## src/inc/cps_regs.svh

```systemverilog
// Register offsets, field positions, reset values and timing figures of the sequencer
`ifndef CPS_REGS_SVH
`define CPS_REGS_SVH

// Register byte offsets
`define CPS_CFG_OFS 4'h0
`define CPS_STATUS_OFS 4'h4
`define CPS_THRESH_OFS 4'h8
`define CPS_PEAKS_OFS 4'hc

// Configuration word fields
`define CPS_CFG_PROTO_LSB 0
`define CPS_CFG_PROTO_MSB 1
`define CPS_CFG_EDGE_POLAR_BIT 2
`define CPS_CFG_FORWARD_DEF_BIT 3
`define CPS_CFG_ALG_LSB 4
`define CPS_CFG_ALG_MSB 5
`define CPS_CFG_DNC_LSB 6
`define CPS_CFG_DNC_MSB 7
`define CPS_CFG_RESET 8'h01

// Status and peaks word fields
`define CPS_ST_PHASE_LSB 0
`define CPS_ST_PHASE_MSB 2
`define CPS_ST_BACKWARD_BIT 3
`define CPS_ST_OUT_BIT 4
`define CPS_ST_DIR_VALID_BIT 5
`define CPS_PEAKS_MAX_LSB 16

// Timing figures
`define CPS_CLK_PERIOD_NS 10
`define CPS_POWER_ON_NS 900000
`define CPS_FWD_NS 45000
`define CPS_BWD_STD_NS 90000
`define CPS_BWD_OPT_NS 135000

// Edge and tooth counts
`define CPS_CAL1_EDGES 3
`define CPS_CAL1_EDGES_MAX 4
`define CPS_ALG0_TEETH 58
`define CPS_ALG1_TEETH 32
`define CPS_ALG2_TEETH 5
`define CPS_FIRST_ZC_SWITCH 2

`endif

```

## src/inc/cps_pkg.sv

```systemverilog
// Types shared by the crank pulse phase sequencer
package cps_pkg;

    typedef enum logic [2:0] {
        CPS_POWER_ON = 3'h0,
        CPS_INITIAL = 3'h1,
        CPS_CAL1 = 3'h2,
        CPS_CAL2 = 3'h3,
        CPS_RUNNING = 3'h4,
        CPS_LOCKED = 3'h5
    } cps_phase_e;

    typedef enum logic {
        CPS_SEEK_MAX = 1'h0,
        CPS_SEEK_MIN = 1'h1
    } cps_ext_e;

    typedef enum logic [1:0] {
        CPS_PROTO_PROFILE = 2'h0,
        CPS_PROTO_STD = 2'h1,
        CPS_PROTO_OPT = 2'h2
    } cps_proto_e;

endpackage

```

## src/rtl/cps_sequencer.sv

```systemverilog
// Phase sequencer, threshold adaptation and output protocol of the crank speed sensor
//
// How it works
// - Power-on loads configuration, initialises state, output held high.
// - Power-on lasts 0.9 ms with output held high throughout.
// - Configuration error at load locks the output high for good.
// - Initial phase lasts exactly one clock, then first calibration.
// - Initial phase enables switching, extrema detection and adaptation permanently.
// - First calibration ends after 3 edges, at most 4, then second.
// - First calibration sets the threshold quickly to measured midpoint.
// - Extrema state machine tracks minima and maxima feeding adaptation.
// - First two switchings on sufficient field change, of configured polarity except in profile mode.
// - Third and later switchings at speed signal zero crossing.
// - Zero level is midpoint between detected minimum and maximum.
// - Pulse width from direction value sampled at zero crossing.
// - Very first pulse always uses forward width.
// - Second calibration lasts 5 to 58 teeth per algorithm, then running.
// - Second calibration adapts threshold slowly and accurately.
// - Running phase averages 5 to 58 pulses per offset update.
// - Running persists forever, filtering threshold updates.
// - Running output follows threshold, hidden hysteresis and protocol.
// - Forward pulse 45 us, backward 90 us or optional 135 us.
// - Profile mode output toggles at each tooth and notch middle.
// - Field to output polarity mapping selected by configuration.
// - Speed and direction channels arrive as digitised samples.
//
// Local design decisions: the placing of the registers and strobed register access.
`timescale 1ns/10ps
`default_nettype none
`include "cps_regs.svh"

module cps_sequencer #(
    parameter int W = 12,
    parameter int POWER_ON_CYCLES = `CPS_POWER_ON_NS / `CPS_CLK_PERIOD_NS,
    parameter int FWD_CYCLES = `CPS_FWD_NS / `CPS_CLK_PERIOD_NS,
    parameter int BWD_STD_CYCLES = `CPS_BWD_STD_NS / `CPS_CLK_PERIOD_NS,
    parameter int BWD_OPT_CYCLES = `CPS_BWD_OPT_NS / `CPS_CLK_PERIOD_NS,
    parameter int HYS_MIN = 8,
    parameter int DNC_STEP = 4,
    parameter int MIN_UPDATE = 1
) (
    input wire logic core_clk,
    input wire logic reset_n,
    input wire logic [3:0] reg_addr,
    input wire logic [31:0] reg_wdata,
    input wire logic reg_wr,
    input wire logic reg_rd,
    output logic [31:0] reg_rdata,
    input wire logic nvm_error,
    input wire logic signed [W-1:0] speed_sample,
    input wire logic signed [W-1:0] dir_sample,
    input wire logic sample_valid,
    output logic q_out,
    output logic [2:0] phase_out
);
    localparam int WE = W + 2;
    localparam int WA = W + 8;
    localparam int CW = 24;

    // Parameters the logic cannot serve
    if (W < 4 || W > 16 || POWER_ON_CYCLES < 1 || FWD_CYCLES < 1 || BWD_STD_CYCLES < 1
        || BWD_OPT_CYCLES < 1 || POWER_ON_CYCLES >= (1 << CW) || BWD_OPT_CYCLES >= (1 << CW)
        || HYS_MIN < 0 || DNC_STEP < 1 || MIN_UPDATE < 0) begin : g_bad_param
        $error("cps_sequencer: unsupported parameter value");
    end

    cps_pkg::cps_phase_e phase_reg;
    cps_pkg::cps_ext_e ext_reg;
    logic [7:0] cfg_reg;
    logic [7:0] act_cfg_reg;
    logic nvm_meta_reg, nvm_sync_reg;
    logic [CW-1:0] por_cnt_reg;
    logic enable_reg;
    logic signed [W-1:0] max_reg, min_reg, peak_max_reg, peak_min_reg, thr_reg;
    logic [1:0] peaks_seen_reg;
    logic [2:0] edge_cnt_reg;
    logic [6:0] tooth_cnt_reg;
    logic [1:0] sw_cnt_reg;
    logic above_reg, armed_up_reg, armed_dn_reg;
    logic signed [W-1:0] dir_a_reg;
    logic dir_a_seen_reg, dir_valid_reg, backward_reg;
    logic signed [WA-1:0] acc_reg;
    logic [5:0] avg_cnt_reg;
    logic last_err_neg_reg, last_upd_neg_reg, opp_pend_reg;
    logic [CW-1:0] pulse_cnt_reg;
    logic q_reg;
    logic [31:0] rdata_reg;

    // Active configuration fields
    cps_pkg::cps_proto_e proto;
    wire edge_polar = act_cfg_reg[`CPS_CFG_EDGE_POLAR_BIT];
    wire forward_def = act_cfg_reg[`CPS_CFG_FORWARD_DEF_BIT];
    wire [1:0] alg = act_cfg_reg[`CPS_CFG_ALG_MSB:`CPS_CFG_ALG_LSB];
    wire [1:0] dnc_sel = act_cfg_reg[`CPS_CFG_DNC_MSB:`CPS_CFG_DNC_LSB];
    assign proto = cps_pkg::cps_proto_e'(act_cfg_reg[`CPS_CFG_PROTO_MSB:`CPS_CFG_PROTO_LSB]);
    wire profile_mode = (proto == cps_pkg::CPS_PROTO_PROFILE);
    wire [6:0] alg_teeth = (alg == 2'h0) ? 7'(`CPS_ALG0_TEETH) :
                           (alg == 2'h1) ? 7'(`CPS_ALG1_TEETH) : 7'(`CPS_ALG2_TEETH);

    // Phase decode
    wire in_power_on = (phase_reg == cps_pkg::CPS_POWER_ON);
    wire in_cal1 = (phase_reg == cps_pkg::CPS_CAL1);
    wire in_cal2 = (phase_reg == cps_pkg::CPS_CAL2);
    wire in_run = (phase_reg == cps_pkg::CPS_RUNNING);
    wire locked = (phase_reg == cps_pkg::CPS_LOCKED);
    wire por_done = (por_cnt_reg == CW'(POWER_ON_CYCLES - 1));
    wire active = enable_reg && !locked;

    // Sample arithmetic on the digitised channels
    wire signed [WE-1:0] s_e = WE'(speed_sample);
    wire signed [WE-1:0] max_e = WE'(max_reg);
    wire signed [WE-1:0] min_e = WE'(min_reg);
    wire signed [WE-1:0] thr_e = WE'(thr_reg);
    wire signed [WE-1:0] pkpk = WE'(peak_max_reg) - WE'(peak_min_reg);
    wire signed [WE-1:0] hys_adapt = pkpk >>> 2;
    wire signed [WE-1:0] hys_run = (hys_adapt > WE'(HYS_MIN)) ? hys_adapt : WE'(HYS_MIN);
    wire signed [WE-1:0] dnc = WE'(DNC_STEP) <<< dnc_sel;
    wire signed [WE-1:0] hyst = (in_run || in_cal2) ? hys_run : dnc;
    wire smp = sample_valid && active;
    wire new_max = smp && (ext_reg == cps_pkg::CPS_SEEK_MAX) && (s_e > max_e);
    wire new_min = smp && (ext_reg == cps_pkg::CPS_SEEK_MIN) && (s_e < min_e);
    wire edge_fall = smp && (ext_reg == cps_pkg::CPS_SEEK_MAX) && (s_e < max_e - hyst);
    wire edge_rise = smp && (ext_reg == cps_pkg::CPS_SEEK_MIN) && (s_e > min_e + hyst);
    wire any_edge = edge_fall || edge_rise;

    // Midpoint of the last extrema serves as the zero level
    wire signed [W:0] peak_sum = (W+1)'(peak_max_reg) + (W+1)'(peak_min_reg);
    wire signed [W-1:0] mid = W'(peak_sum >>> 1);
    wire both_peaks = (peaks_seen_reg == 2'h3);

    // Zero crossing against the threshold with hidden hysteresis arming
    wire above_now = (s_e > thr_e);
    wire cross_up = smp && above_now && !above_reg && armed_up_reg;
    wire cross_dn = smp && !above_now && above_reg && armed_dn_reg;
    wire early = (sw_cnt_reg < 2'(`CPS_FIRST_ZC_SWITCH));
    wire ev_early = profile_mode ? any_edge : (edge_polar ? edge_rise : edge_fall);
    wire ev_zc = profile_mode ? (cross_up || cross_dn)
                              : (edge_polar ? cross_up : cross_dn);
    wire sw_event = early ? ev_early : ev_zc;
    wire sw_rising = early ? edge_rise : cross_up;
    wire other_zc = edge_polar ? cross_dn : cross_up;

    // Direction from the difference of two direction samples per period
    wire signed [W:0] dir_diff = (W+1)'(dir_a_reg) - (W+1)'(dir_sample);
    wire dir_backward_now = dir_valid_reg && ((dir_diff < 0) ^ forward_def);
    wire [CW-1:0] bwd_cycles = (proto == cps_pkg::CPS_PROTO_OPT) ? CW'(BWD_OPT_CYCLES)
                                                                 : CW'(BWD_STD_CYCLES);
    wire [CW-1:0] width = dir_backward_now ? bwd_cycles : CW'(FWD_CYCLES);

    // Offset update averaging in the running phase
    wire signed [WA-1:0] err = WA'(mid) - WA'(thr_reg);
    wire err_neg = (err < 0);
    wire sign_break = (alg == 2'h2) && (avg_cnt_reg != 6'h0) && (err_neg != last_err_neg_reg);
    wire signed [WA-1:0] acc_sum = (sign_break ? WA'(0) : acc_reg) + err;
    wire [5:0] avg_cnt_inc = sign_break ? 6'h1 : avg_cnt_reg + 6'h1;
    wire avg_full = (avg_cnt_inc == alg_teeth[5:0]);
    wire signed [WA-1:0] avg = (alg == 2'h0) ? acc_sum / WA'(`CPS_ALG0_TEETH) :
                               (alg == 2'h1) ? acc_sum / WA'(`CPS_ALG1_TEETH) :
                                               acc_sum / WA'(`CPS_ALG2_TEETH);
    wire signed [WA-1:0] upd = avg >>> 1;
    wire upd_neg = (upd < 0);
    wire signed [WA-1:0] upd_mag = upd_neg ? -upd : upd;
    wire upd_big = (upd_mag >= WA'(MIN_UPDATE)) && (upd != 0);
    wire upd_opposite = (upd_neg != last_upd_neg_reg);
    wire run_tick = in_run && edge_fall;
    wire upd_apply = run_tick && avg_full && upd_big && (!upd_opposite || opp_pend_reg);
    wire signed [WE-1:0] slow_step = (WE'(mid) - thr_e) >>> 2;

    // Register port decode
    wire sel_cfg = (reg_addr == `CPS_CFG_OFS);
    wire sel_status = (reg_addr == `CPS_STATUS_OFS);
    wire sel_thresh = (reg_addr == `CPS_THRESH_OFS);
    wire sel_peaks = (reg_addr == `CPS_PEAKS_OFS);
    wire [31:0] status_word = {26'h0, dir_valid_reg, q_reg, backward_reg, phase_reg};
    wire [31:0] rdata_next = sel_cfg ? {24'h0, cfg_reg} :
                             sel_status ? status_word :
                             sel_thresh ? {{(32-W){1'b0}}, thr_reg} :
                             sel_peaks ? {{(16-W){1'b0}}, peak_max_reg,
                                          {(16-W){1'b0}}, peak_min_reg} : 32'h0;

    // Error pin synchroniser
    always_ff @(posedge core_clk or negedge reset_n) begin
        if (!reset_n) begin
            nvm_meta_reg <= 1'b0;
            nvm_sync_reg <= 1'b0;
        end else begin
            nvm_meta_reg <= nvm_error;
            nvm_sync_reg <= nvm_meta_reg;
        end
    end

    // Register port: configuration image and read data
    always_ff @(posedge core_clk or negedge reset_n) begin
        if (!reset_n) begin
            cfg_reg <= `CPS_CFG_RESET;
            rdata_reg <= 32'h0;
        end else begin
            if (reg_wr && sel_cfg) begin
                cfg_reg <= reg_wdata[7:0];
            end
            rdata_reg <= reg_rd ? rdata_next : 32'h0;
        end
    end

    // Power-on timer and configuration load
    always_ff @(posedge core_clk or negedge reset_n) begin
        if (!reset_n) begin
            por_cnt_reg <= '0;
            act_cfg_reg <= `CPS_CFG_RESET;
        end else if (in_power_on) begin
            por_cnt_reg <= por_cnt_reg + CW'(1);
            if (por_done) begin
                act_cfg_reg <= cfg_reg;
            end
        end
    end

    // Phase state machine
    always_ff @(posedge core_clk or negedge reset_n) begin
        if (!reset_n) begin
            phase_reg <= cps_pkg::CPS_POWER_ON;
            enable_reg <= 1'b0;
        end else begin
            case (phase_reg)
                cps_pkg::CPS_POWER_ON: begin
                    if (por_done) begin
                        phase_reg <= nvm_sync_reg ? cps_pkg::CPS_LOCKED
                                                  : cps_pkg::CPS_INITIAL;
                    end
                end
                cps_pkg::CPS_INITIAL: begin
                    enable_reg <= 1'b1;
                    phase_reg <= cps_pkg::CPS_CAL1;
                end
                cps_pkg::CPS_CAL1: begin
                    if (any_edge && ((edge_cnt_reg + 3'h1 == 3'(`CPS_CAL1_EDGES) && both_peaks)
                        || edge_cnt_reg + 3'h1 == 3'(`CPS_CAL1_EDGES_MAX))) begin
                        phase_reg <= cps_pkg::CPS_CAL2;
                    end
                end
                cps_pkg::CPS_CAL2: begin
                    if (edge_fall && tooth_cnt_reg + 7'h1 >= alg_teeth) begin
                        phase_reg <= cps_pkg::CPS_RUNNING;
                    end
                end
                cps_pkg::CPS_RUNNING: phase_reg <= cps_pkg::CPS_RUNNING;
                cps_pkg::CPS_LOCKED: phase_reg <= cps_pkg::CPS_LOCKED;
                default: phase_reg <= cps_pkg::CPS_LOCKED;
            endcase
        end
    end

    // Edge and tooth counters of the calibration phases
    always_ff @(posedge core_clk or negedge reset_n) begin
        if (!reset_n) begin
            edge_cnt_reg <= 3'h0;
            tooth_cnt_reg <= 7'h0;
        end else begin
            if (in_cal1 && any_edge) begin
                edge_cnt_reg <= edge_cnt_reg + 3'h1;
            end
            if (in_cal2 && edge_fall) begin
                tooth_cnt_reg <= tooth_cnt_reg + 7'h1;
            end
        end
    end

    // Extrema detection state machine
    always_ff @(posedge core_clk or negedge reset_n) begin
        if (!reset_n) begin
            ext_reg <= cps_pkg::CPS_SEEK_MAX;
            max_reg <= '0;
            min_reg <= '0;
            peak_max_reg <= '0;
            peak_min_reg <= '0;
            peaks_seen_reg <= 2'h0;
        end else if (edge_fall) begin
            ext_reg <= cps_pkg::CPS_SEEK_MIN;
            peak_max_reg <= max_reg;
            min_reg <= speed_sample;
            peaks_seen_reg <= peaks_seen_reg | 2'h2;
        end else if (edge_rise) begin
            ext_reg <= cps_pkg::CPS_SEEK_MAX;
            peak_min_reg <= min_reg;
            max_reg <= speed_sample;
            peaks_seen_reg <= peaks_seen_reg | 2'h1;
        end else if (new_max) begin
            max_reg <= speed_sample;
        end else if (new_min) begin
            min_reg <= speed_sample;
        end
    end

    // Threshold adaptation: fast, slow, then averaged and filtered
    always_ff @(posedge core_clk or negedge reset_n) begin
        if (!reset_n) begin
            thr_reg <= '0;
        end else if (in_cal1 && any_edge && both_peaks) begin
            thr_reg <= mid;
        end else if (in_cal2 && any_edge) begin
            thr_reg <= W'(thr_e + slow_step);
        end else if (upd_apply) begin
            thr_reg <= W'(WA'(thr_reg) + upd);
        end
    end

    // Averaging accumulator and update filter
    always_ff @(posedge core_clk or negedge reset_n) begin
        if (!reset_n) begin
            acc_reg <= '0;
            avg_cnt_reg <= 6'h0;
            last_err_neg_reg <= 1'b0;
            last_upd_neg_reg <= 1'b0;
            opp_pend_reg <= 1'b0;
        end else if (run_tick) begin
            last_err_neg_reg <= err_neg;
            acc_reg <= avg_full ? WA'(0) : acc_sum;
            avg_cnt_reg <= avg_full ? 6'h0 : avg_cnt_inc;
            if (avg_full && upd_big) begin
                if (upd_opposite && !opp_pend_reg) begin
                    opp_pend_reg <= 1'b1;
                end else begin
                    opp_pend_reg <= 1'b0;
                    last_upd_neg_reg <= upd_neg;
                end
            end
        end
    end

    // Crossing tracker with hidden hysteresis arming
    always_ff @(posedge core_clk or negedge reset_n) begin
        if (!reset_n) begin
            above_reg <= 1'b0;
            armed_up_reg <= 1'b0;
            armed_dn_reg <= 1'b0;
        end else if (smp) begin
            above_reg <= above_now;
            armed_up_reg <= cross_up ? 1'b0 : (armed_up_reg || s_e < thr_e - hyst);
            armed_dn_reg <= cross_dn ? 1'b0 : (armed_dn_reg || s_e > thr_e + hyst);
        end
    end

    // Direction samples taken at the speed zero crossings
    always_ff @(posedge core_clk or negedge reset_n) begin
        if (!reset_n) begin
            dir_a_reg <= '0;
            dir_a_seen_reg <= 1'b0;
            dir_valid_reg <= 1'b0;
            backward_reg <= 1'b0;
        end else begin
            if (other_zc) begin
                dir_a_reg <= dir_sample;
                dir_a_seen_reg <= 1'b1;
            end
            if (sw_event && !profile_mode) begin
                backward_reg <= dir_backward_now;
                dir_valid_reg <= dir_a_seen_reg;
            end
        end
    end

    // Switching count and output generation
    always_ff @(posedge core_clk or negedge reset_n) begin
        if (!reset_n) begin
            sw_cnt_reg <= 2'h0;
            pulse_cnt_reg <= '0;
            q_reg <= 1'b1;
        end else if (!active) begin
            q_reg <= 1'b1;
        end else if (sw_event) begin
            if (early) begin
                sw_cnt_reg <= sw_cnt_reg + 2'h1;
            end
            if (profile_mode) begin
                q_reg <= sw_rising ^ edge_polar;
            end else begin
                q_reg <= 1'b0;
                pulse_cnt_reg <= width - CW'(1);
            end
        end else if (!profile_mode && !q_reg) begin
            if (pulse_cnt_reg == '0) begin
                q_reg <= 1'b1;
            end else begin
                pulse_cnt_reg <= pulse_cnt_reg - CW'(1);
            end
        end
    end

    // Outputs straight from flip-flops
    assign q_out = q_reg;
    assign phase_out = phase_reg;
    assign reg_rdata = rdata_reg;

endmodule
`default_nettype wire

```

## config.mk

```make
export PLATFORM = sky130hd
export DESIGN_NAME = cps_sequencer
export DESIGN_NICKNAME = d
export VERILOG_FILES = /design/src/inc/cps_pkg.sv /design/src/rtl/cps_sequencer.sv
export VERILOG_INCLUDE_DIRS = /design/src /design/src/inc
export SDC_FILE = /design/constraint.sdc
export NUM_CORES = 1
export LEC_CHECK = 0
export BUFFER_PORTS_ARGS = -buffer_cell sky130_fd_sc_hd__buf_2
export CORE_AREA = 2 2 269 271
export DETAILED_ROUTE_END_ITERATION = 6
export DIE_AREA = 0 0 271 273
export PLACE_DENSITY = 0.48
export SLEW_MARGIN = 5
export SYNTH_ARGS = -nofsm -noshare
export SYNTH_HDL_FRONTEND = slang
export SYNTH_SLANG_ARGS = --single-unit
```

## constraint.sdc

```tcl
create_clock -name core_clk -period 33.4 [get_ports core_clk]
set_input_delay 0 -clock core_clk [delete_from_list [all_inputs] [get_ports core_clk]]
set_output_delay 0 -clock core_clk [all_outputs]
set_load 0.02 [all_outputs]
```

==> results.yml <==
critical_path:
  worst_path_max_delay_cell: "a311oi_2"
  r2r-end: "thr_reg[1]$_DFFE_PN0P_"
  crit_start: "peak_min_reg[1]$_DFFE_PN0P_"
  worstPathArrival_ns: 22.98
  worstPathMaxFanout: 22
  crit_path_frequent_cell: "nor2_1"
  crit_path_max_incr_delay_ns: 0.62
  r2r_start: "peak_min_reg[1]$_DFFE_PN0P_"
  worstPathRequired_ns: 33.86
  r2r_setup_slack_ns: 10.88
  cpLargestDelayFamily: "compound AO/OA/AOI/OAI gates"
  rr_worst_depth: 89
  startpoint_type: "flop"
  cp.buffers_inverters: 7
  endpoint_kind: "flop"
  setup.worst_path.class: "flop to flop"
synth:
  synth_warnings: 0
  synth_xor_xnor_area_share_pct: 8.70
  synthDistinctLibCells: 126
  ys_ff_latch: 217
  ys.flop_type: "dfrtp_1"
  synthMuxAreaShare_pct: 3.81
  synth_top_area_cell: "dfrtp_1"
  async_reset_ff_share_pct: 100
  post_synth.cell_area_avg_um2: 7.94
  ys_seq_area_share_pct: 22.1
  synth.area.top_cells: "dfrtp_1, ha_1, xnor2_1"
  synth_edf_count: 0
  synthesis.area_um2: 24600
  yosys.area_share.simple_pct: 22.0
  synth_top_family_by_area: "compound AO/OA/AOI/OAI gates"
  synth_compound_area_share_pct: 25.5
  synth.cells.most_frequent: "nand2_1, nor2_1, ha_1"
  synth_top_area_share_pct: 21.8
  synth_cells: 3101
  yosysMostFrequentCell: "nand2_1"
  synthAdderAreaFrac_pct: 13.1
power:
  power.density_nw_per_um2: 22.6
  p_leak_uw: 0.0123
  vdd_drop_max_mv: 0.0296
timing:
  final_max_slew_viol_count: 0
  finalCriticalPeriod_ns: 22.52
  fin_tns_setup_ns: 0
  post-route-period-util_pct: 67.4
  fin_skew_ns: 0.0249
  worst_pin_slew_ns: 1.18
  max_freq_mhz: 44.4
  maxSlewHeadroom_pct: 20.2
  setup_viol: 0
  finalHoldViolCount: 0
  rsz0062_at_grt: "no"
final_layout:
  fillerInstances: 7373
  drive_gt1_share_pct: 9.99
  syn_to_final_growth_pct: 11.2
  fin_nets: 3489
  stdcell_count: 4145
cts:
  clock-sinks: 217
  cts_buffers: 25
  clk_latency_ns: 0.57
  ctsLongestPathBuffers: 3
  htreeDepth: 1
  cts-root-buf: "clkbuf_16"
  cts_setup_buffers: 0
  cts_tree: "done"
  clk_pin_slew_ns: 0.06
die:
  initial_core_util_pct: 34.7
  rows: 98
  dieArea_um2: 74000
  ios: 102
  core_um2: 71000
  chipWidth_um: 271
  die_height_um: 273
placed_design:
  gp_congestion: 0.868
  portBuffers: 69
  place_inst: 4057
  dp_hpwl_mm: 59.8
global_routing:
  grt.total_usage_pct: 20.2
  antenna_found_initial: 0
  grt_pass1_wl_mm: 123
  overflow: 0
  grt_max_degree: 96
  grt_pass1_vias: 22200
detailed_routing:
  drc: 0
  avgViaCountPerCell: 5.63
  drt-initial-drc-count: 1764
  firstDrtPassIters: 5
  avgRoutedWirePerCell_um: 18.5
  ant_nets: 0
  vias: 23327
  drt-total-wl_mm: 76.7
outcome:
  status: "finished, final reports clean"
min_path:
  hold_path.class: "primary input to async pin"
flow_run:
  cap_violations: 0
layout make-up:
| type | instances | area (µm²) | area share, % |
|---|---|---|---|
| multi-input cells | 2611 | 18100 | 66.1 |
| clock inverters | 11 | 204 | 0.745 |
| flip-flops and latches | 217 | 5430 | 19.8 |
| well taps | 950 | 1190 | 4.34 |
| repair buffers | 156 | 1110 | 4.07 |
| inverters | 165 | 619 | 2.26 |
| diodes | 1 | 2.50 | 0.00914 |
| clock buffers | 34 | 709 | 2.59 |
how the worst max path moves through the flow:
stage / slack, ns / depth (start not counted) / end
2_1_floorplan: 14.85 / 95 / thr_reg[11]$_DFFE_PN0P_
3_3_place_gp: 11.26 / 89 / thr_reg[1]$_DFFE_PN0P_
6_report: 10.88 / 89 / thr_reg[1]$_DFFE_PN0P_
5_1_grt: 8.95 / 88 / thr_reg[4]$_DFFE_PN0P_
4_1_cts: 11.00 / 89 / thr_reg[1]$_DFFE_PN0P_
3_5_place_dp: 11.10 / 89 / thr_reg[1]$_DFFE_PN0P_
worst register-to-register path: cells and delay by family (launching register included):
kind	cells	cell delay, ns
DFF	1	0.53
xor gates and xnor gates	6	1.64
adders and majority gates	6	2.01
muxes	2	0.91
and+or+nand+nor	39	6.91
AOI/OAI and AO/OA	29	9.18
buffers and inverters	7	1.23
report_power, final:
group	switching [µW]	internal [µW]	leakage [µW]	total [µW]
sequential	2.86	266	0.00280	269
combinational	22.4	16.4	0.00903	38.8
clock	123	188	0.000442	312
cell usage in the layout, fill, tap and decap left out, types with 45 or more instances in the layout:
cell        n
a21o_1     50
a21oi_1   213
buf_2      68
buf_4      45
dfrtp_1   214
ha_1      239
inv_1     162
mux2_2     53
nand2_1   299
nand2b_1   53
nand3_1    82
nor2_1    294
nor2b_1    74
nor3_1     79
o21ai_0   190
xnor2_1   155
xor2_1     70
stage by stage:
| step | cell area, µm² | utilization [%] | total power (µW) | worst slack (ns) | hold WS, ns |
|---|---|---|---|---|---|
| 2_1_floorplan | 24700 | - | 291 | 14.85 | -0.296 |
| 3_3_place_gp | 26000 | 36.7 | 308 | 11.26 | 0.0972 |
| 3_5_place_dp | 26000 | 36.7 | 309 | 11.10 | 0.0989 |
| 4_1_cts | 27400 | 38.6 | 630 | 11.00 | 0.0692 |
| 5_1_grt | 27400 | 38.6 | 643 | 8.95 | 0.0946 |
| 6_report | 27400 | 38.6 | 619 | 10.88 | 0.0574 |
logic make-up after synthesis:
logic type | count (synthesis)
compound gates | 912
xor+xnor | 235
fa+ha+maj | 253
buf+inv | 288
flops | 217
mux | 85
other cells | 2
simple gates | 1109
routing by layer:
layer  vias to the layer above  part of all wire (%)  wire length [µm]  global-route usage, %
met5                         -                     0                 0                      0
met4                         0                   1.4              1090                   3.26
met3                        67                   3.5              2660                   1.56
met2                       517                    45             34200                   32.4
met1                     11277                    51             38800                   29.8
li1                      11466                     -                 -                      -
repair_timing:
action,4_1_cts,5_1_grt
gates resized for setup,0,0
hold endpoints to repair,162,0
hold buffers,42,0
(Power assumes the default switching activity.)
